--- src/shared/pio_pkg.sv ---
/*
 package of the programmable port block: register byte offsets, reset values,
 port widths and pull-up group layout.
 assumes a single 32-bit AHB-Lite slave decode with word-aligned registers.
*/
package pio_pkg;
  localparam logic [7:0] PIO_OFS_PORT_A = 8'h00;
  localparam logic [7:0] PIO_OFS_DIR_A = 8'h04;
  localparam logic [7:0] PIO_OFS_PORT_B = 8'h08;
  localparam logic [7:0] PIO_OFS_DIR_B = 8'h0c;
  localparam logic [7:0] PIO_OFS_PORT_C = 8'h10;
  localparam logic [7:0] PIO_OFS_PORT_D = 8'h14;
  localparam logic [7:0] PIO_OFS_PORT_E = 8'h18;
  localparam logic [7:0] PIO_OFS_DIR_E = 8'h1c;
  localparam logic [7:0] PIO_OFS_PORT_F = 8'h20;
  localparam logic [7:0] PIO_OFS_DIR_F = 8'h24;
  localparam logic [7:0] PIO_OFS_PULL_A = 8'h28;
  localparam logic [7:0] PIO_OFS_PULL_B = 8'h2c;
  localparam logic [7:0] PIO_OFS_UPPER_CTRL = 8'h30;
  localparam logic [7:0] PIO_OFS_SERIAL = 8'h34;
  localparam logic [7:0] PIO_RST_DIR = 8'h00;
  localparam logic [7:0] PIO_RST_LATCH = 8'h00;
  localparam logic [7:0] PIO_RST_PULL = 8'h00;
  localparam logic [7:0] PIO_RST_CTRL = 8'h00;
  localparam int PIO_PORT_W = 8;
  localparam int PIO_E_W_LARGE = 4;
  localparam int PIO_E_W_SMALL = 2;
  localparam int PIO_F_W = 4;
  // upper-control bit layout: bits 0..1 port e pins 2..3, bits 2..5 port f
  localparam int PIO_CTRL_E_LSB = 0;
  localparam int PIO_CTRL_F_LSB = 2;
  localparam int PIO_NIB_LO = 0;
  localparam int PIO_NIB_HI = 4;
  localparam int PIO_SER_LSB = 5;
  localparam int PIO_SER_W = 3;
endpackage

--- src/hw/pio_pin_cell.sv ---
/*
 one group of port pins: latch, direction, read mux and driver controls.
 assumes pins are synchronous to sys_clk and a two-way pin resolves outside.
*/
`timescale 1ns/1ps
module pio_pin_cell
  import pio_pkg::*;
#(
  parameter int W = 8,
  parameter bit OPEN_DRAIN = 1'b0
)
(
  input wire logic sys_clk,
  input wire logic arst_n,
  input wire logic wr_latch,
  input wire logic wr_dir,
  input wire logic [W-1:0] wdata,
  input wire logic [W-1:0] pin_in,
  input wire logic [W-1:0] in_gate,
  output logic [W-1:0] pin_out,
  output logic [W-1:0] pin_oe,
  output logic [W-1:0] rdata,
  output logic [W-1:0] dir
);
  import pio_pkg::*;

  logic [W-1:0] latch_q;
  logic [W-1:0] latch_d;
  logic [W-1:0] dir_q;
  logic [W-1:0] dir_d;

  // only widths up to one byte fit the 8-bit register word
  if (W < 1 || W > PIO_PORT_W)
  begin : g_bad_width
    $error("pio_pin_cell width out of range");
  end

  always_comb
  begin
    latch_d = latch_q;
    dir_d = dir_q;
    if (wr_latch)
      latch_d = wdata;
    if (wr_dir)
      dir_d = wdata;
  end

  always_ff @(posedge sys_clk or negedge arst_n)
  begin
    if (!arst_n)
    begin
      latch_q <= PIO_RST_LATCH[W-1:0];
      dir_q <= PIO_RST_DIR[W-1:0];
    end
    else
    begin
      latch_q <= latch_d;
      dir_q <= dir_d;
    end
  end

  always_comb
  begin
    for (int i = 0; i < W; i++)
    begin
      // input mode: pin level through its gate; output mode: the latch
      rdata[i] = dir_q[i] ? latch_q[i] : (pin_in[i] & in_gate[i]);
      if (OPEN_DRAIN)
      begin
        pin_out[i] = 1'b0;
        pin_oe[i] = dir_q[i] & ~latch_q[i];
      end
      else
      begin
        pin_out[i] = latch_q[i];
        pin_oe[i] = dir_q[i];
      end
    end
  end

  assign dir = dir_q;

  a_dir_reset_zero: assert property (@(posedge sys_clk)
    $rose(arst_n) |-> dir_q == '0)
    else $error("direction not cleared by reset");
  a_latch_keeps: assert property (@(posedge sys_clk)
    disable iff (!arst_n)
    (wr_dir && !wr_latch) |=> latch_q == $past(latch_q))
    else $error("latch changed on direction write");
  a_out_read_latch: assert property (@(posedge sys_clk)
    disable iff (!arst_n)
    (dir_q[0] && !wr_latch && !wr_dir) |=> rdata[0] == latch_q[0])
    else $error("output read not from latch");
  a_in_no_drive: assert property (@(posedge sys_clk)
    disable iff (!arst_n)
    !dir_q[0] |-> !pin_oe[0])
    else $error("input pin driven");
endmodule

--- src/hw/pio_pullup.sv ---
/*
 pull-up enables for ports a and b from control, direction and serial use.
 assumes the serial block reports which port b serial pins it owns.
*/
`timescale 1ns/1ps
module pio_pullup
  import pio_pkg::*;
(
  input wire logic [7:0] pull_a,
  input wire logic [7:0] pull_b,
  input wire logic [7:0] dir_a,
  input wire logic [7:0] dir_b,
  input wire logic [PIO_SER_W-1:0] serial_use,
  output logic [7:0] pu_a,
  output logic [7:0] pu_b
);
  import pio_pkg::*;

  logic lo_on;
  logic hi_on;
  logic [7:0] ser_mask;

  always_comb
  begin
    lo_on = |pull_b[PIO_NIB_LO +: 4];
    hi_on = |pull_b[PIO_NIB_HI +: 4];
    ser_mask = '0;
    ser_mask[PIO_SER_LSB +: PIO_SER_W] = serial_use;
    pu_a = pull_a & ~dir_a;
    pu_b = {{4{hi_on}}, {4{lo_on}}} & ~dir_b & ~ser_mask;
  end
endmodule

--- src/hw/pio_top.sv ---
/*
 programmable port block: six ports (a, b, c byte-wide; d, e, f four bits) behind an AHB-Lite slave.
 assumes one master, single word transfers, pins synchronous to sys_clk.
 the slave never inserts wait states; every access gets OKAY.
*/
// Design decisions made here: register access over AHB-Lite and the register offsets.
`timescale 1ns/1ps
module pio_top
  import pio_pkg::*;
#(
  parameter bit LARGE_VARIANT = 1'b1
)
(
  input wire logic sys_clk,
  input wire logic arst_n,
  input wire logic hsel,
  input wire logic [7:0] haddr,
  input wire logic [1:0] htrans,
  input wire logic hwrite,
  input wire logic [2:0] hsize,
  input wire logic [31:0] hwdata,
  input wire logic hready,
  output logic [31:0] hrdata,
  output logic hreadyout,
  output logic hresp,
  input wire logic [7:0] port_a_in,
  output logic [7:0] port_a_out,
  output logic [7:0] port_a_oe,
  output logic [7:0] port_a_pullup,
  input wire logic [7:0] port_b_in,
  output logic [7:0] port_b_out,
  output logic [7:0] port_b_oe,
  output logic [7:0] port_b_pullup,
  input wire logic [7:0] port_c_in,
  input wire logic [3:0] port_d_in,
  input wire logic [3:0] port_e_in,
  output logic [3:0] port_e_out,
  output logic [3:0] port_e_oe,
  input wire logic [3:0] port_f_in,
  output logic [3:0] port_f_out,
  output logic [3:0] port_f_oe
);
  import pio_pkg::*;

  localparam int EW = LARGE_VARIANT ? PIO_E_W_LARGE : PIO_E_W_SMALL;

  // ----------------------------------------------------------------
  // bus slave
  // ----------------------------------------------------------------
  logic wr_pend_q;
  logic wr_pend_d;
  logic [7:0] wr_addr_q;
  logic [7:0] wr_addr_d;
  logic [7:0] rd_addr_q;
  logic [7:0] rd_addr_d;
  logic rd_pend_q;
  logic rd_pend_d;
  logic take;

  assign take = hsel && hready && htrans[1];

  always_comb
  begin
    wr_pend_d = take && hwrite;
    rd_pend_d = take && !hwrite;
    wr_addr_d = take ? {haddr[7:2], 2'b00} : wr_addr_q;
    rd_addr_d = take ? {haddr[7:2], 2'b00} : rd_addr_q;
  end

  always_ff @(posedge sys_clk or negedge arst_n)
  begin
    if (!arst_n)
    begin
      wr_pend_q <= 1'b0;
      rd_pend_q <= 1'b0;
      wr_addr_q <= 8'h00;
      rd_addr_q <= 8'h00;
    end
    else
    begin
      wr_pend_q <= wr_pend_d;
      rd_pend_q <= rd_pend_d;
      wr_addr_q <= wr_addr_d;
      rd_addr_q <= rd_addr_d;
    end
  end

  // zero wait states: answer always ready and okay
  assign hreadyout = 1'b1;
  assign hresp = 1'b0;

  // an unaligned code while idle, so no register ever matches it; the
  // offset travels as an argument so every caller re-evaluates on change
  logic [7:0] wr_ofs;
  assign wr_ofs = wr_pend_q ? wr_addr_q : 8'hff;

  function automatic logic wr_hit(input logic [7:0] wa,
    input logic [7:0] ofs);
    wr_hit = (wa == ofs);
  endfunction

  // ----------------------------------------------------------------
  // control registers of our own
  // ----------------------------------------------------------------
  logic [7:0] pull_a_q;
  logic [7:0] pull_a_d;
  logic [7:0] pull_b_q;
  logic [7:0] pull_b_d;
  logic [7:0] ctrl_q;
  logic [7:0] ctrl_d;
  logic [PIO_SER_W-1:0] ser_q;
  logic [PIO_SER_W-1:0] ser_d;

  always_comb
  begin
    pull_a_d = pull_a_q;
    pull_b_d = pull_b_q;
    ctrl_d = ctrl_q;
    ser_d = ser_q;
    if (wr_hit(wr_ofs, PIO_OFS_PULL_A))
      pull_a_d = hwdata[7:0];
    if (wr_hit(wr_ofs, PIO_OFS_PULL_B))
      pull_b_d = hwdata[7:0];
    if (wr_hit(wr_ofs, PIO_OFS_UPPER_CTRL))
      ctrl_d = hwdata[7:0];
    if (wr_hit(wr_ofs, PIO_OFS_SERIAL))
      ser_d = hwdata[PIO_SER_W-1:0];
  end

  always_ff @(posedge sys_clk or negedge arst_n)
  begin
    if (!arst_n)
    begin
      pull_a_q <= PIO_RST_PULL;
      pull_b_q <= PIO_RST_PULL;
      ctrl_q <= PIO_RST_CTRL;
      ser_q <= '0;
    end
    else
    begin
      pull_a_q <= pull_a_d;
      pull_b_q <= pull_b_d;
      ctrl_q <= ctrl_d;
      ser_q <= ser_d;
    end
  end

  // ----------------------------------------------------------------
  // ports
  // ----------------------------------------------------------------
  logic [7:0] rd_a;
  logic [7:0] rd_b;
  logic [7:0] dir_a;
  logic [7:0] dir_b;
  logic [EW-1:0] rd_e;
  logic [EW-1:0] dir_e;
  logic [EW-1:0] e_out;
  logic [EW-1:0] e_oe;
  logic [EW-1:0] e_gate;
  logic [PIO_F_W-1:0] rd_f;
  logic [PIO_F_W-1:0] dir_f;
  logic [PIO_F_W-1:0] f_out;
  logic [PIO_F_W-1:0] f_oe;
  logic [PIO_F_W-1:0] f_gate;

  pio_pin_cell #(.W(8), .OPEN_DRAIN(1'b0)) u_port_a (
    .sys_clk(sys_clk), .arst_n(arst_n),
    // latches and directions load at the edge that ends the data phase
    .wr_latch(wr_hit(wr_ofs, PIO_OFS_PORT_A)),
    .wr_dir(wr_hit(wr_ofs, PIO_OFS_DIR_A)),
    .wdata(hwdata[7:0]), .pin_in(port_a_in), .in_gate(8'hff),
    .pin_out(port_a_out), .pin_oe(port_a_oe), .rdata(rd_a), .dir(dir_a));

  pio_pin_cell #(.W(8), .OPEN_DRAIN(1'b0)) u_port_b (
    .sys_clk(sys_clk), .arst_n(arst_n),
    .wr_latch(wr_hit(wr_ofs, PIO_OFS_PORT_B)),
    .wr_dir(wr_hit(wr_ofs, PIO_OFS_DIR_B)),
    .wdata(hwdata[7:0]), .pin_in(port_b_in), .in_gate(8'hff),
    .pin_out(port_b_out), .pin_oe(port_b_oe), .rdata(rd_b), .dir(dir_b));

  // upper e pins read only with their input-control bit set
  always_comb
  begin
    e_gate = '1;
    if (EW > 2)
      e_gate[EW-1:EW-2] = ctrl_q[PIO_CTRL_E_LSB +: 2];
    f_gate = LARGE_VARIANT ? ctrl_q[PIO_CTRL_F_LSB +: PIO_F_W]
                           : 4'h0;
  end

  pio_pin_cell #(.W(EW), .OPEN_DRAIN(1'b1)) u_port_e (
    .sys_clk(sys_clk), .arst_n(arst_n),
    .wr_latch(wr_hit(wr_ofs, PIO_OFS_PORT_E)),
    .wr_dir(wr_hit(wr_ofs, PIO_OFS_DIR_E)),
    .wdata(hwdata[EW-1:0]), .pin_in(port_e_in[EW-1:0]), .in_gate(e_gate),
    .pin_out(e_out), .pin_oe(e_oe), .rdata(rd_e), .dir(dir_e));

  pio_pin_cell #(.W(PIO_F_W), .OPEN_DRAIN(1'b1)) u_port_f (
    .sys_clk(sys_clk), .arst_n(arst_n),
    // port f is absent on the small variant, so its writes are dropped
    .wr_latch(LARGE_VARIANT && wr_hit(wr_ofs, PIO_OFS_PORT_F)),
    .wr_dir(LARGE_VARIANT && wr_hit(wr_ofs, PIO_OFS_DIR_F)),
    .wdata(hwdata[PIO_F_W-1:0]), .pin_in(port_f_in), .in_gate(f_gate),
    .pin_out(f_out), .pin_oe(f_oe), .rdata(rd_f), .dir(dir_f));

  always_comb
  begin
    port_e_out = '0;
    port_e_oe = '0;
    port_e_out[EW-1:0] = e_out;
    port_e_oe[EW-1:0] = e_oe;
    port_f_out = f_out;
    port_f_oe = LARGE_VARIANT ? f_oe : 4'h0;
  end

  pio_pullup u_pullup (
    .pull_a(pull_a_q), .pull_b(pull_b_q), .dir_a(dir_a), .dir_b(dir_b),
    .serial_use(ser_q), .pu_a(port_a_pullup), .pu_b(port_b_pullup));

  // ----------------------------------------------------------------
  // read data
  // ----------------------------------------------------------------
  logic [31:0] hrdata_q;
  logic [31:0] hrdata_d;

  // pins are sampled at the address-phase edge; the word then stands for
  // the whole data phase and the bus sees zero at every other time

  always_comb
  begin
    hrdata_d = 32'h0000_0000;
    if (take && !hwrite)
    begin
      unique case ({haddr[7:2], 2'b00})
        PIO_OFS_PORT_A: hrdata_d[7:0] = rd_a;
        PIO_OFS_DIR_A: hrdata_d[7:0] = dir_a;
        PIO_OFS_PORT_B: hrdata_d[7:0] = rd_b;
        PIO_OFS_DIR_B: hrdata_d[7:0] = dir_b;
        PIO_OFS_PORT_C: hrdata_d[7:0] = port_c_in;
        PIO_OFS_PORT_D: hrdata_d[3:0] = port_d_in;
        PIO_OFS_PORT_E: hrdata_d[EW-1:0] = rd_e;
        PIO_OFS_DIR_E: hrdata_d[EW-1:0] = dir_e;
        PIO_OFS_PORT_F: hrdata_d[3:0] = LARGE_VARIANT ? rd_f : 4'h0;
        PIO_OFS_DIR_F: hrdata_d[3:0] = LARGE_VARIANT ? dir_f : 4'h0;
        PIO_OFS_PULL_A: hrdata_d[7:0] = pull_a_q;
        PIO_OFS_PULL_B: hrdata_d[7:0] = pull_b_q;
        PIO_OFS_UPPER_CTRL: hrdata_d[7:0] = ctrl_q;
        PIO_OFS_SERIAL: hrdata_d[PIO_SER_W-1:0] = ser_q;
        default: hrdata_d = 32'h0000_0000;
      endcase
    end
  end

  always_ff @(posedge sys_clk or negedge arst_n)
  begin
    if (!arst_n)
      hrdata_q <= 32'h0000_0000;
    else
      hrdata_q <= hrdata_d;
  end

  assign hrdata = hrdata_q;

  // ----------------------------------------------------------------
  // checks
  // ----------------------------------------------------------------
  a_b_nibble_pull: assert property (@(posedge sys_clk)
    disable iff (!arst_n)
    (|pull_b_q[3:0] && dir_b[3:0] == 4'h0) |-> port_b_pullup[3:0] == 4'hf)
    else $error("port b low nibble not pulled together");

  a_serial_no_pull: assert property (@(posedge sys_clk)
    disable iff (!arst_n)
    ser_q[0] |-> !port_b_pullup[PIO_SER_LSB])
    else $error("pull-up on serial pin");

  a_od_release: assert property (@(posedge sys_clk)
    disable iff (!arst_n)
    dir_e[0] |-> (port_e_oe[0] == !rd_e[0] && port_e_out == 4'h0))
    else $error("open-drain pin drive wrong");

  a_write_to_oe: assert property (@(posedge sys_clk)
    disable iff (!arst_n)
    (wr_hit(wr_ofs, PIO_OFS_PORT_A) && dir_a[0]) |=>
    (port_a_oe[0] && port_a_out[0] == $past(hwdata[0])))
    else $error("written value not driven");

  a_pull_off_out: assert property (@(posedge sys_clk)
    disable iff (!arst_n)
    (port_a_pullup & dir_a) == 8'h00 && (port_b_pullup & dir_b) == 8'h00)
    else $error("pull-up active on output pin");

  a_read_idle_zero: assert property (@(posedge sys_clk)
    disable iff (!arst_n)
    !rd_pend_q |-> hrdata == 32'h0000_0000)
    else $error("read data outside data phase");

  a_c_read_pin: assert property (@(posedge sys_clk)
    disable iff (!arst_n)
    (rd_pend_q && rd_addr_q == PIO_OFS_PORT_C) |->
    hrdata[7:0] == $past(port_c_in))
    else $error("port c read not from pins");

  a_a_read_mux: assert property (@(posedge sys_clk)
    disable iff (!arst_n)
    (rd_pend_q && rd_addr_q == PIO_OFS_PORT_A) |->
    hrdata[7:0] == $past((dir_a & port_a_out) | (~dir_a & port_a_in)))
    else $error("port a read mux wrong");

  a_variant_off: assert property (@(posedge sys_clk)
    disable iff (!arst_n)
    !LARGE_VARIANT |-> (port_f_oe == 4'h0 && port_e_oe[3:2] == 2'h0))
    else $error("absent pin driven on small variant");
endmodule

--- config.mk ---
export PLATFORM = sky130hd
export DESIGN_NAME = pio_top
export DESIGN_NICKNAME = d
export VERILOG_FILES = /design/src/shared/pio_pkg.sv /design/src/hw/pio_pin_cell.sv /design/src/hw/pio_pullup.sv /design/src/hw/pio_top.sv
export SDC_FILE = /design/constraint.sdc
export NUM_CORES = 1
export LEC_CHECK = 0
export ABC_AREA = 1
export CAP_MARGIN = 20
export CORE_ASPECT_RATIO = 0.9
export CORE_MARGIN = 8
export CORE_UTILIZATION = 57
export CTS_CLUSTER_DIAMETER = 80
export DETAILED_ROUTE_END_ITERATION = 8
export DONT_BUFFER_PORTS = 1
export GPL_ROUTABILITY_DRIVEN = 0
export PLACE_DENSITY = 0.72
export SLEW_MARGIN = 30
export SYNTH_ARGS = -nofsm -noshare
export SYNTH_HDL_FRONTEND = slang
export SYNTH_SLANG_ARGS = --single-unit
export TNS_END_PERCENT = 20
--- constraint.sdc ---
create_clock -name sys_clk -period 1.7 [get_ports sys_clk]
set_input_delay 0.255 -clock sys_clk [delete_from_list [all_inputs] [get_ports sys_clk]]
set_output_delay 0.255 -clock sys_clk [all_outputs]
set_load 0.02 [all_outputs]
### Word-level counts from Yosys, hierarchy flattened

Index checks and enable logic that the tools add are counted.

* register bits after elaboration: 90
* output and inout bits: 98
* word-level logic and storage cells: 105
* input port bits: 86

* reductions and logical operators: 9
* eq/ne operators: 24
* bitwise operators: 28
* mux-type cells: 29

Operators by type and width (count)
* == test 8 x 6 -> 1 bit, second input constant: 6
* case mux 3 bit (14 select lines): 1
* == test 6 x 4 -> 1 bit, second input constant: 6
* case mux 4 bit (8 select lines): 1
* bitwise AND 8 bit: 3
* == test 6 x 3 -> 1 bit, second input constant: 4
* two-way mux 1 bit: 24
* inverter 8 bit: 3
* == test 8 x 4 -> 1 bit, second input constant: 2
* == test 8 x 5 -> 1 bit, second input constant: 2
* two-way mux 8 bit: 2
* bitwise AND 1 bit: 14
* case mux 1 bit (13 select lines): 1
* == test 6 x 2 -> 1 bit, second input constant: 2
* == test 8 x 3 -> 1 bit, second input constant: 1
* logical NOT 8 bit: 1
* inverter 1 bit: 8
* OR reduction 4 bit: 2
* == test 6 x 1 -> 1 bit, second input constant: 1
* logical NOT 6 bit: 1
* logical AND 1 bit: 4
* logical NOT 1 bit: 1

### Depth between registers and ports, before layout

Gate-level depths: netlist of the first run.

* word-level depth: 4
* mapped depth: 10
* gate-level depth less buffers: 10

### By module

From an unflattened synthesis of the first run, not the netlist that was laid out.

* cell total of the unflattened synthesis: 757
* area total of the unflattened synthesis: 5447.7 µm²

By module, submodules not included
* pio_top: instances 1, seq. area each 1051.0 µm², area an instance 2924.1 µm², cells each 418
* pio_pin_cell (u_port_a ...): instances 2, seq. area each 400.4 µm², area an instance 783.3 µm², cells each 98
* pio_pin_cell (u_port_e ...): instances 2, seq. area each 200.2 µm², area an instance 399.1 µm², cells each 53
* pio_pullup: instances 1, seq. area each 0.0 µm², area an instance 158.9 µm², cells each 37

### Least setup slack after synthesis of the first run

OpenSTA, ideal clock, no wires.

* kind: register to register
* start: register wr_addr_q[4]
* end: register u_port_a.dir_q[6], in the netlist u_port_a.dir[6]
* setup time: 0.128 ns
* path slack: 0.374 ns
* data required time: 1.572 ns
* arrival: 1.198 ns
* clock period less this slack: 1.326 ns
* buffers on the path: 1
* cell stages (with the launch flop): 9
* path through: dfrtp_1 > inv_1 > nand2_1 > nor2_1 > and3_1 > nand2_1 > buf_2 > nand2_1 > o21ai_0

* longest elaborated chain between the ends: 2

RTL lines
* from (decl): line pio_top.sv:52 `logic [7:0] wr_addr_q;`
* from (signal assigned): line pio_top.sv:83 `wr_addr_q <= wr_addr_d;`
* two-way mux 8 bit: line pio_top.sv:95 `assign wr_ofs = wr_pend_q ? wr_addr_q : 8'hff;`
* == test 8 x 3 -> 1 bit: line pio_top.sv:99 `wr_hit = (wa == ofs);`
* to (signal assigned): line pio_pin_cell.sv:53 `dir_q <= PIO_RST_DIR[W-1:0];`
* to (signal assigned): line pio_pin_cell.sv:58 `dir_q <= dir_d;`
* to (decl): line pio_pin_cell.sv:29 `logic [W-1:0] dir_q;`

Every way passes these cells.
A chain may end at the register's enable or synchronous reset.

### Worst setup path in the final report of the first run

* start: register pull_b_q[7]
* end: output port port_b_pullup[5]

* longest elaborated chain between the ends: 3

RTL lines
* from (decl): line pio_top.sv:107 `logic [7:0] pull_b_q;`
* from (signal assigned): line pio_top.sv:142 `pull_b_q <= pull_b_d;`
* OR reduction 4 bit: line pio_pullup.sv:26 `hi_on = |pull_b[PIO_NIB_HI +: 4];`
* bitwise AND 8 bit (2 in a row): line pio_pullup.sv:30 `pu_b = {{4{hi_on}}, {4{lo_on}}} & ~dir_b & ~ser_mask;`
* to (decl): line pio_top.sv:33 `output logic [7:0] port_b_pullup,`

Every way passes these cells.

==> impl_metrics.env, run 1 <==
export IMPL_numCtsBuffers=9
export IMPL_drv_slew=0
export IMPL_ys_types=20
export IMPL_ys_seq_area_share_pct=45.5
export IMPL_relSlewSlack_pct=66.3
export IMPL_fillers=811
export IMPL_crit_type="reg2out"
export IMPL_rows=32
export IMPL_arrival_ps=1480
export IMPL_regArea_um2=2250
export IMPL_synth_edff_count=0
export IMPL_intPower_mw=2.98
export IMPL_syn_to_final_growth_pct=6.37
export IMPL_initial_core_util_pct=58.3
export IMPL_antenna_found_initial=0
export IMPL_clockBufferDepth=2
export IMPL_rsz0062_at_grt="true"
export IMPL_critPathCaptureType="output pin"
export IMPL_drt_pre_antenna_iters=5
export IMPL_ys_ff_latch=90
export IMPL_finalHoldViolCount=90
export IMPL_cts_tree="done"
export IMPL_finalCriticalPeriod_ps=1730
export IMPL_multi_input_area_um2=2260
export IMPL_yosys_warnings=0
export IMPL_die_h_um=104
export IMPL_finalSetupViolations=3
export IMPL_p_leak_nw=3.03
export IMPL_violations="hold timing, setup timing"
export IMPL_vias_per_cell=5.46
export IMPL_routedWlPerCell_um=17.5
export IMPL_io_buffers=0
export IMPL_n_antenna_cell=0
export IMPL_die_area_um2=11900
export IMPL_worstSetupStartpointType="flop"
export IMPL_cp_cell_sequence="nor4_2 -> buf_4 -> nor3_1 -> buf_4"
export IMPL_cp_required_ps=1440
export IMPL_cts_sinks=90
export IMPL_synthCells=700
export IMPL_cts_root_buf="clkbuf_8"
export IMPL_hold_path_class="in2async"
export IMPL_final_cell_count_no_fill=837
export IMPL_dp_hpwl_um=11100
export IMPL_grt_overflow=0
export IMPL_crit_path_frequent_cell="buf_4"
export IMPL_critPathMaxFanout=4
export IMPL_grt_first_pass_wirelength_um=22700
export IMPL_route_detailed_drc=0
export IMPL_finalPower_mw=4.32
export IMPL_ir_worst_vdd_mv=0.485
export IMPL_die_w_um=114
export IMPL_power_frac_comb_pct=12.8
export IMPL_mostFrequentLayoutCells="nand2_1 (206), nor2_1 (100), o21ai_0 (95)"
export IMPL_ys_flop_type="dfrtp_1"
export IMPL_synth_async_reset_ratio_pct=100
export IMPL_synth_avg_cell_area_um2=7.07
export IMPL_worst_path_buf_inv=2
export IMPL_timing_final_crit_share_pct=102
export IMPL_core_area_um2=8490
export IMPL_fmax_ghz=0.578
export IMPL_nNetsFinal=799
export IMPL_io_pins=184
export IMPL_tightest_slew_ps=504
export IMPL_slowest_delay_ps=410
export IMPL_p_seq_share_pct=55.7
export IMPL_gr_usage_all_layers_pct=24.4
export IMPL_syn_area_um2=4950
export IMPL_cts_max_level=3
export IMPL_critPathSlowestCell="dfrtp_1"
export IMPL_p_per_area_nw_per_um2=821
export IMPL_drt_initial_drc_count=449
export IMPL_pwr_share_clk_pct=31.5
export IMPL_maxCapViolCount=0
export IMPL_grt_pass1_vias=4233
export IMPL_clk_pin_slew_worst_paths_ps=90
export IMPL_num_vias=4566
export IMPL_postRouteAntennaNets=0
export IMPL_grt_max_degree=91
export IMPL_path_delay_family="flip-flops"
export IMPL_drive_gt1_share_pct=6.55
export IMPL_setup_slack_ps=-31.1
export IMPL_skew_ps=7.91
export IMPL_p_sw_share_pct=31.1
export IMPL_placedCellCount=817
export IMPL_whs_ps=-421
export IMPL_outcome="finished, violations left"
export IMPL_clock_latency_ps=360
export IMPL_timing_setup_tns_ps=-86.7
export IMPL_p_sw_mw=1.34
export IMPL_place_ws_ps=119
export IMPL_cts_hold_buf=1
export IMPL_layout_commonest_cell="nand2_1"
export IMPL_drt_total_wl_um=14600
## sequential cells by signal (all words and copies together) (netlist names), 4 cells and up
name	count
ctrl_q	8
hrdata	8
pull_a_q	8
pull_b_q	8
u_port_a.dir	8
u_port_a.pin_out	8
u_port_b.dir	8
u_port_b.pin_out	8
u_port_e.dir	4
u_port_e.latch_q	4
u_port_f.dir	4
u_port_f.latch_q	4
wr_addr_q	6
## through the flow
| stage | util [%] | hold slack (ps) | area [µm²] |
|---|---|---|---|
| CTS | 61.7 | -445 | 5240 |
| detailed placement | 59.2 | -37.4 | 5020 |
| floorplan | - | -40.6 | 5070 |
| global placement | 59.2 | -36.7 | 5020 |
| global route | 62.0 | -442 | 5270 |
| finish | 62.0 | -421 | 5270 |
## repair_timing
item	in CTS	in global routing
hold endpoints to repair	91	90
gates resized for setup	1	5
pin swaps	1	0
setup endpoints to repair	3	56
buffers inserted	2	1
## metal layers
metal / share of wire [%] / track usage (%) / vias up
met1: 42 / 33.2 / 2111
met2: 44 / 36.0 / 263
met5: 0 / 0 / -
met4: 1.9 / 7.69 / 0
met3: 12 / 7.78 / 25
li1: - / - / 2167
## synthesized netlist by cell type, drive strengths merged (3+ instances only)
cell type | instances | area share [%]
nor2 | 106 | 8.3
nand2 | 209 | 16
clkbuf | 5 | 0.38
nor3 | 4 | 0.63
dfrtp | 90 | 45
and2 | 3 | 0.38
a21oi | 9 | 0.91
o21ai | 95 | 9.6
buf | 45 | 6.3
nand4 | 10 | 1.3
inv | 69 | 5.2
nand3 | 49 | 5.1
## kinds of logic (layout without fill, tap and decap cells)
logic type             count (synthesis)  after routing  share of synthesized area, %
AO/OA/AOI/OAI                        104            104                          10.5
buffers and inverters                120            106                          12.0
flip-flops                            90             90                          45.5
other                                  2             34                         0.152
AND/OR/NAND/NOR                      384            384                          31.9
## power groups by stage
stage	clock network (mW)	registers, mW	logic (mW)
finish	1.36	2.41	0.555
global route	1.46	2.43	0.620
CTS	1.38	2.41	0.548
detailed placement	0	2.45	0.544
global placement	0	2.44	0.531
floorplan	0	2.41	0.496
## worst paths after layout
path / cells after the start / slack [ps] / to / startpoint
worst max register to register: 5 / 110 / pull_b_q[7] / wr_pend_q
min in group sys_clk: 2 / 50 / wr_addr_q[6] / haddr[6]
worst min register to register: 2 / 500 / wr_addr_q[5] / wr_addr_q[5]
worst max-delay path: 4 / -30 / port_b_pullup[5] / pull_b_q[7]
max in group asynchronous: 0 / 1980 / u_port_e.latch_q[0] / arst_n
worst min-delay path: 0 / -420 / u_port_f.dir[2] / arst_n
## cell type report
class	count	area share [%]
flip-flops and latches	90	42.8
clock buffers	11	2.68
inverters	70	4.99
repair buffers	20	3.14
clock inverters	5	0.760
well taps	119	2.83
multi-input cells	522	42.8
No activity file was read; power rests on OpenSTA's default activity.
==> inputs of run 2 (changes only) <==
--- a/config.mk
+++ b/config.mk
@@ -14,6 +14,7 @@
 export DETAILED_ROUTE_END_ITERATION = 8
 export DONT_BUFFER_PORTS = 1
 export GPL_ROUTABILITY_DRIVEN = 0
+export GPL_TIMING_DRIVEN = 0
 export PLACE_DENSITY = 0.72
 export SLEW_MARGIN = 30
 export SYNTH_ARGS = -nofsm -noshare
==> impl_metrics.env, run 2 (synthesized netlist as in run 1, its figures left out) <==
export IMPL_grt_first_pass_wirelength_um=23600
export IMPL_finalHoldViolCount=90
export IMPL_fmax_ghz=0.609
export IMPL_p_leak_nw=3.19
export IMPL_ir_worst_vdd_mv=0.438
export IMPL_cts_hold_buf=1
export IMPL_critPathCaptureType="output pin"
export IMPL_violations="hold timing"
export IMPL_grt_max_degree=91
export IMPL_relSlewSlack_pct=55.5
export IMPL_skew_ps=14.0
export IMPL_n_antenna_cell=0
export IMPL_io_pins=184
export IMPL_final_cell_count_no_fill=869
export IMPL_num_vias=4730
export IMPL_hold_path_class="in2async"
export IMPL_finalSetupViolations=0
export IMPL_timing_setup_tns_ps=0
export IMPL_drive_gt1_share_pct=10.8
export IMPL_die_area_um2=11900
export IMPL_postRouteAntennaNets=0
export IMPL_grt_overflow=0
export IMPL_route_detailed_drc=0
export IMPL_rsz0062_at_grt="true"
export IMPL_tightest_slew_ps=668
export IMPL_io_buffers=0
export IMPL_worstSetupStartpointType="flop"
export IMPL_cts_sinks=90
export IMPL_cts_root_buf="clkbuf_8"
export IMPL_clockBufferDepth=2
export IMPL_p_per_area_nw_per_um2=807
export IMPL_mostFrequentLayoutCells="nand2_1 (205), nor2_1 (100), o21ai_0 (95)"
export IMPL_drt_pre_antenna_iters=5
export IMPL_timing_final_crit_share_pct=96.6
export IMPL_syn_to_final_growth_pct=10.6
export IMPL_outcome="finished, violations left"
export IMPL_nNetsFinal=831
export IMPL_drt_total_wl_um=15300
export IMPL_antenna_found_initial=0
export IMPL_routedWlPerCell_um=17.6
export IMPL_fillers=814
export IMPL_rows=32
export IMPL_layout_commonest_cell="nand2_1"
export IMPL_maxCapViolCount=0
export IMPL_cp_required_ps=1440
export IMPL_core_area_um2=8490
export IMPL_die_h_um=104
export IMPL_initial_core_util_pct=58.3
export IMPL_vias_per_cell=5.44
export IMPL_postLayoutCoreUtil_pct=64.5
export IMPL_placedCellCount=851
export IMPL_grt_pass1_vias=4352
export IMPL_clock_latency_ps=370
export IMPL_finalCriticalPeriod_ps=1640
export IMPL_gr_usage_all_layers_pct=25.4
export IMPL_whs_ps=-424
export IMPL_dp_hpwl_um=11900
export IMPL_numCtsBuffers=9
export IMPL_clk_pin_slew_worst_paths_ps=100
export IMPL_cts_max_level=3
export IMPL_drt_initial_drc_count=420
export IMPL_drv_slew=0
export IMPL_cts_tree="done"
export IMPL_die_w_um=114
export IMPL_arrival_ps=1390
export IMPL_crit_type="reg2out"
export IMPL_critPathMaxFanout=4
==> run 2: cell types whose count changed in the layout (fill, tap and decap cells not counted), moves of 2 or more <==
| cell | delta |
|---|---|
| buf_4 | +17 |
| clkinv_4 | -2 |
| inv_6 | +2 |
| nor3_1 | -3 |
| clkbuf_1 | +4 |
| nor3_2 | +3 |
| buf_2 | +11 |
| inv_8 | +2 |
==> run 2: layout make-up <==
type | instances | area [µm²] | area share [%]
Clock buffer | 9 | 124 | 2.26
Timing Repair Buffer | 2 | 17.5 | 0.320
Tap cell | 119 | 149 | 2.72
Sequential cell | 90 | 2250 | 41.1
Multi-Input combinational cell | 522 | 2280 | 41.7
Clock inverter | 7 | 60.1 | 1.10
Buffer | 50 | 329 | 6.01
Inverter | 70 | 263 | 4.80
==> run 2: final timing paths <==
kind                        startpoint               end  slack [ps]  cells past startpoint
hold / removal                  arst_n   u_port_e.dir[2]        -420                      0
max in group asynchronous       arst_n         wr_pend_q        1960                      0
setup reg to reg             wr_pend_q       pull_a_q[6]          70                      5
setup / recovery           pull_b_q[7]  port_b_pullup[4]          60                      3
min in group sys_clk          haddr[7]      wr_addr_q[7]          60                      2
hold reg to reg              ctrl_q[7]         ctrl_q[7]         500                      2
==> run 2: where the power goes <==
| part | total (mW) | switching [mW] | internal, mW |
|---|---|---|---|
| Clock | 1.39 | 0.830 | 0.559 |
| Sequential | 2.42 | 0.159 | 2.26 |
| Combinational | 0.612 | 0.423 | 0.189 |
| Total | 4.42 | 1.41 | 3.01 |
==> run 2: what timing repair did <==
item                                   in CTS  in global routing
setup endpoints to repair                   8                 63
buffers inserted                            0                  1
endpoints found under the hold margin      91                 90
resized for setup                           7                  6
gates cloned                                0                  0
pin swaps                                   0                  2
==> run 2: per-stage QoR <==
stage | power [mW] | hold slack [ps] | area [µm²] | worst slack (ps)
floorplan | 2.91 | -40.6 | 5070 | 374
global placement | 3.03 | -37.5 | 5220 | 86.3
detailed placement | 3.06 | -37.6 | 5220 | 56.6
CTS | 4.43 | -444 | 5460 | -12.9
global route | 4.61 | -457 | 5480 | -40.4
finish | 4.42 | -424 | 5480 | 57.9
==> run 2: routing by layer <==
| layer | vias to the layer above | routed length, µm | track usage (%) |
|---|---|---|---|
| met3 | 32 | 1680 | 7.31 |
| met1 | 2174 | 6490 | 34.4 |
| met5 | - | 0 | 0 |
| met4 | 0 | 371 | 8.36 |
| met2 | 280 | 6720 | 38.0 |
| li1 | 2244 | - | - |
==> run 2: critical path: stages (launching register included) <==
cell and delay (ps):
dfrtp_1 440, nor4_4 280, buf_4 190, nor2_1 110
==> inputs of run 3 (changes only) <==
--- a/config.mk
+++ b/config.mk
@@ -7,15 +7,17 @@
 export LEC_CHECK = 0
 export ABC_AREA = 1
 export CAP_MARGIN = 20
+export CELL_PAD_IN_SITES_DETAIL_PLACEMENT = 0
+export CELL_PAD_IN_SITES_GLOBAL_PLACEMENT = 2
 export CORE_ASPECT_RATIO = 0.9
 export CORE_MARGIN = 8
-export CORE_UTILIZATION = 57
+export CORE_UTILIZATION = 33
 export CTS_CLUSTER_DIAMETER = 80
 export DETAILED_ROUTE_END_ITERATION = 8
 export DONT_BUFFER_PORTS = 1
 export GPL_ROUTABILITY_DRIVEN = 0
 export GPL_TIMING_DRIVEN = 0
-export PLACE_DENSITY = 0.72
+export PLACE_DENSITY_LB_ADDON = 0.1
 export SLEW_MARGIN = 30
 export SYNTH_ARGS = -nofsm -noshare
 export SYNTH_HDL_FRONTEND = slang
==> impl_metrics.env, run 3 (synthesized netlist as in run 1, its figures left out) <==
export IMPL_gr_usage_all_layers_pct=18.7
export IMPL_postRouteAntennaNets=0
export IMPL_reg2reg_depth=7
export IMPL_setup_slack_ps=58.0
export IMPL_clock_latency_ps=360
export IMPL_placed_cell_area_um2=5320
export IMPL_p_per_area_nw_per_um2=878
export IMPL_clockBufferDepth=2
export IMPL_final_cell_count_no_fill=949
export IMPL_finalSetupViolations=0
export IMPL_rsz0062_at_grt="true"
export IMPL_num_vias=4545
export IMPL_drv_slew=0
export IMPL_drt_pre_antenna_iters=5
export IMPL_antenna_found_initial=0
export IMPL_layout_commonest_cell="nand2_1"
export IMPL_core_area_um2=14700
export IMPL_die_w_um=145
export IMPL_timing_final_crit_share_pct=96.6
export IMPL_routedWlPerCell_um=18.9
export IMPL_rows=42
export IMPL_outcome="finished, violations left"
export IMPL_initial_core_util_pct=33.6
export IMPL_syn_to_final_growth_pct=15.5
export IMPL_worstSetupStartpointType="flop"
export IMPL_nNetsFinal=832
export IMPL_cts_hold_buf=1
export IMPL_clk_pin_slew_worst_paths_ps=70
export IMPL_ir_worst_vdd_mv=0.477
export IMPL_fmax_ghz=0.609
export IMPL_fillers=1588
export IMPL_crit_type="reg2out"
export IMPL_fin_area_um2=5720
export IMPL_grt_overflow=0
export IMPL_cts_sinks=90
export IMPL_io_pins=184
export IMPL_drive_gt1_share_pct=11.7
export IMPL_grt_pass1_vias=4440
export IMPL_dp_hpwl_um=14200
export IMPL_relSlewSlack_pct=50.8
export IMPL_finalCriticalPeriod_ps=1640
export IMPL_cp_required_ps=1440
export IMPL_whs_ps=-404
export IMPL_hold_path_class="in2async"
export IMPL_place_ws_ps=-63.9
export IMPL_arrival_ps=1390
export IMPL_grt_max_degree=91
export IMPL_p_leak_nw=3.25
export IMPL_finalHoldViolCount=90
export IMPL_placedCellCount=930
export IMPL_cts_max_level=3
export IMPL_cts_tree="done"
export IMPL_grt_first_pass_wirelength_um=27700
export IMPL_route_detailed_drc=0
export IMPL_drt_total_wl_um=17900
export IMPL_drt_initial_drc_count=375
export IMPL_maxCapViolCount=0
export IMPL_skew_ps=8.15
export IMPL_tightest_slew_ps=737
export IMPL_critPathMaxFanout=4
export IMPL_die_area_um2=19200
export IMPL_violations="hold timing"
export IMPL_numCtsBuffers=9
export IMPL_critPathCaptureType="output pin"
export IMPL_io_buffers=0
export IMPL_die_h_um=132
export IMPL_mostFrequentLayoutCells="nand2_1 (203), nor2_1 (97), o21ai_0 (95)"
export IMPL_n_antenna_cell=0
export IMPL_vias_per_cell=4.79
export IMPL_cts_root_buf="clkbuf_16"
==> run 3: cell count changes in the layout (fill, tap and decap cells not counted), moves of 2 or more <==
cell | previous run | this run
clkbuf_16 | 0 | 9
clkbuf_8 | 9 | 0
nor2_1 | 100 | 97
nor2_2 | 6 | 9
clkinv_4 | 0 | 2
clkinvlp_4 | 2 | 0
nand2_1 | 205 | 203
nand2_2 | 4 | 6
==> run 3: report_power, final <==
part           leakage [nW]  total, mW  internal, mW  switching [mW]
Sequential            0.881       2.41          2.26           0.151
Combinational          2.23      0.619         0.191           0.429
Clock                 0.145       1.99          1.03           0.958
Total                  3.25       5.02          3.48            1.54
==> run 3: path summary, 6_finish.rpt <==
path                        startpoint                   to  slack, ps
max in group asynchronous       arst_n         wr_addr_q[6]       1950
min                             arst_n  u_port_f.latch_q[3]       -400
min reg2reg                pull_a_q[6]          pull_a_q[6]        490
max reg2reg                  wr_pend_q            ctrl_q[6]         80
min in group sys_clk          haddr[6]         wr_addr_q[6]         70
max                        pull_b_q[3]     port_b_pullup[3]         60
==> run 3: cell type report <==
class / instances / area [µm²] / area share, %
buffer: 50 / 332 / 5.80
timing repair buffer: 3 / 37.5 / 0.656
sequential: 90 / 2250 / 39.4
inverter: 70 / 263 / 4.59
tap: 198 / 248 / 4.33
clock buffer: 9 / 225 / 3.94
clock inverter: 7 / 66.3 / 1.16
multi-input combinational: 522 / 2300 / 40.1
==> run 3: layer usage <==
layer	routed length, µm	global-route usage (%)	up-vias
li1	-	-	2246
met1	8640	25.0	2161
met2	7880	28.4	127
met3	1240	6.59	11
met4	167	3.93	0
met5	0	0	-
==> run 3: timing repair <==
action,4_1_cts,5_1_grt
pin swaps,0,2
buffers inserted,0,2
hold endpoints to repair,91,90
resized for setup,11,10
endpoints found under the setup margin,24,79
==> run 3: per-stage QoR <==
step / TNS [ps] / power [mW] / util, %
floorplan: 0 / 2.91 / -
global placement: -68.7 / 3.05 / 36.1
detailed placement: -461 / 3.06 / 36.1
CTS: -125 / 5.07 / 38.6
global route: -58.7 / 5.25 / 38.9
finish: 0 / 5.02 / 38.9
==> run 3: critical path, stage by stage, from the launching register on <==
cell and delay (ps):
dfrtp_1 430, nor4_4 410, nor2_1 190
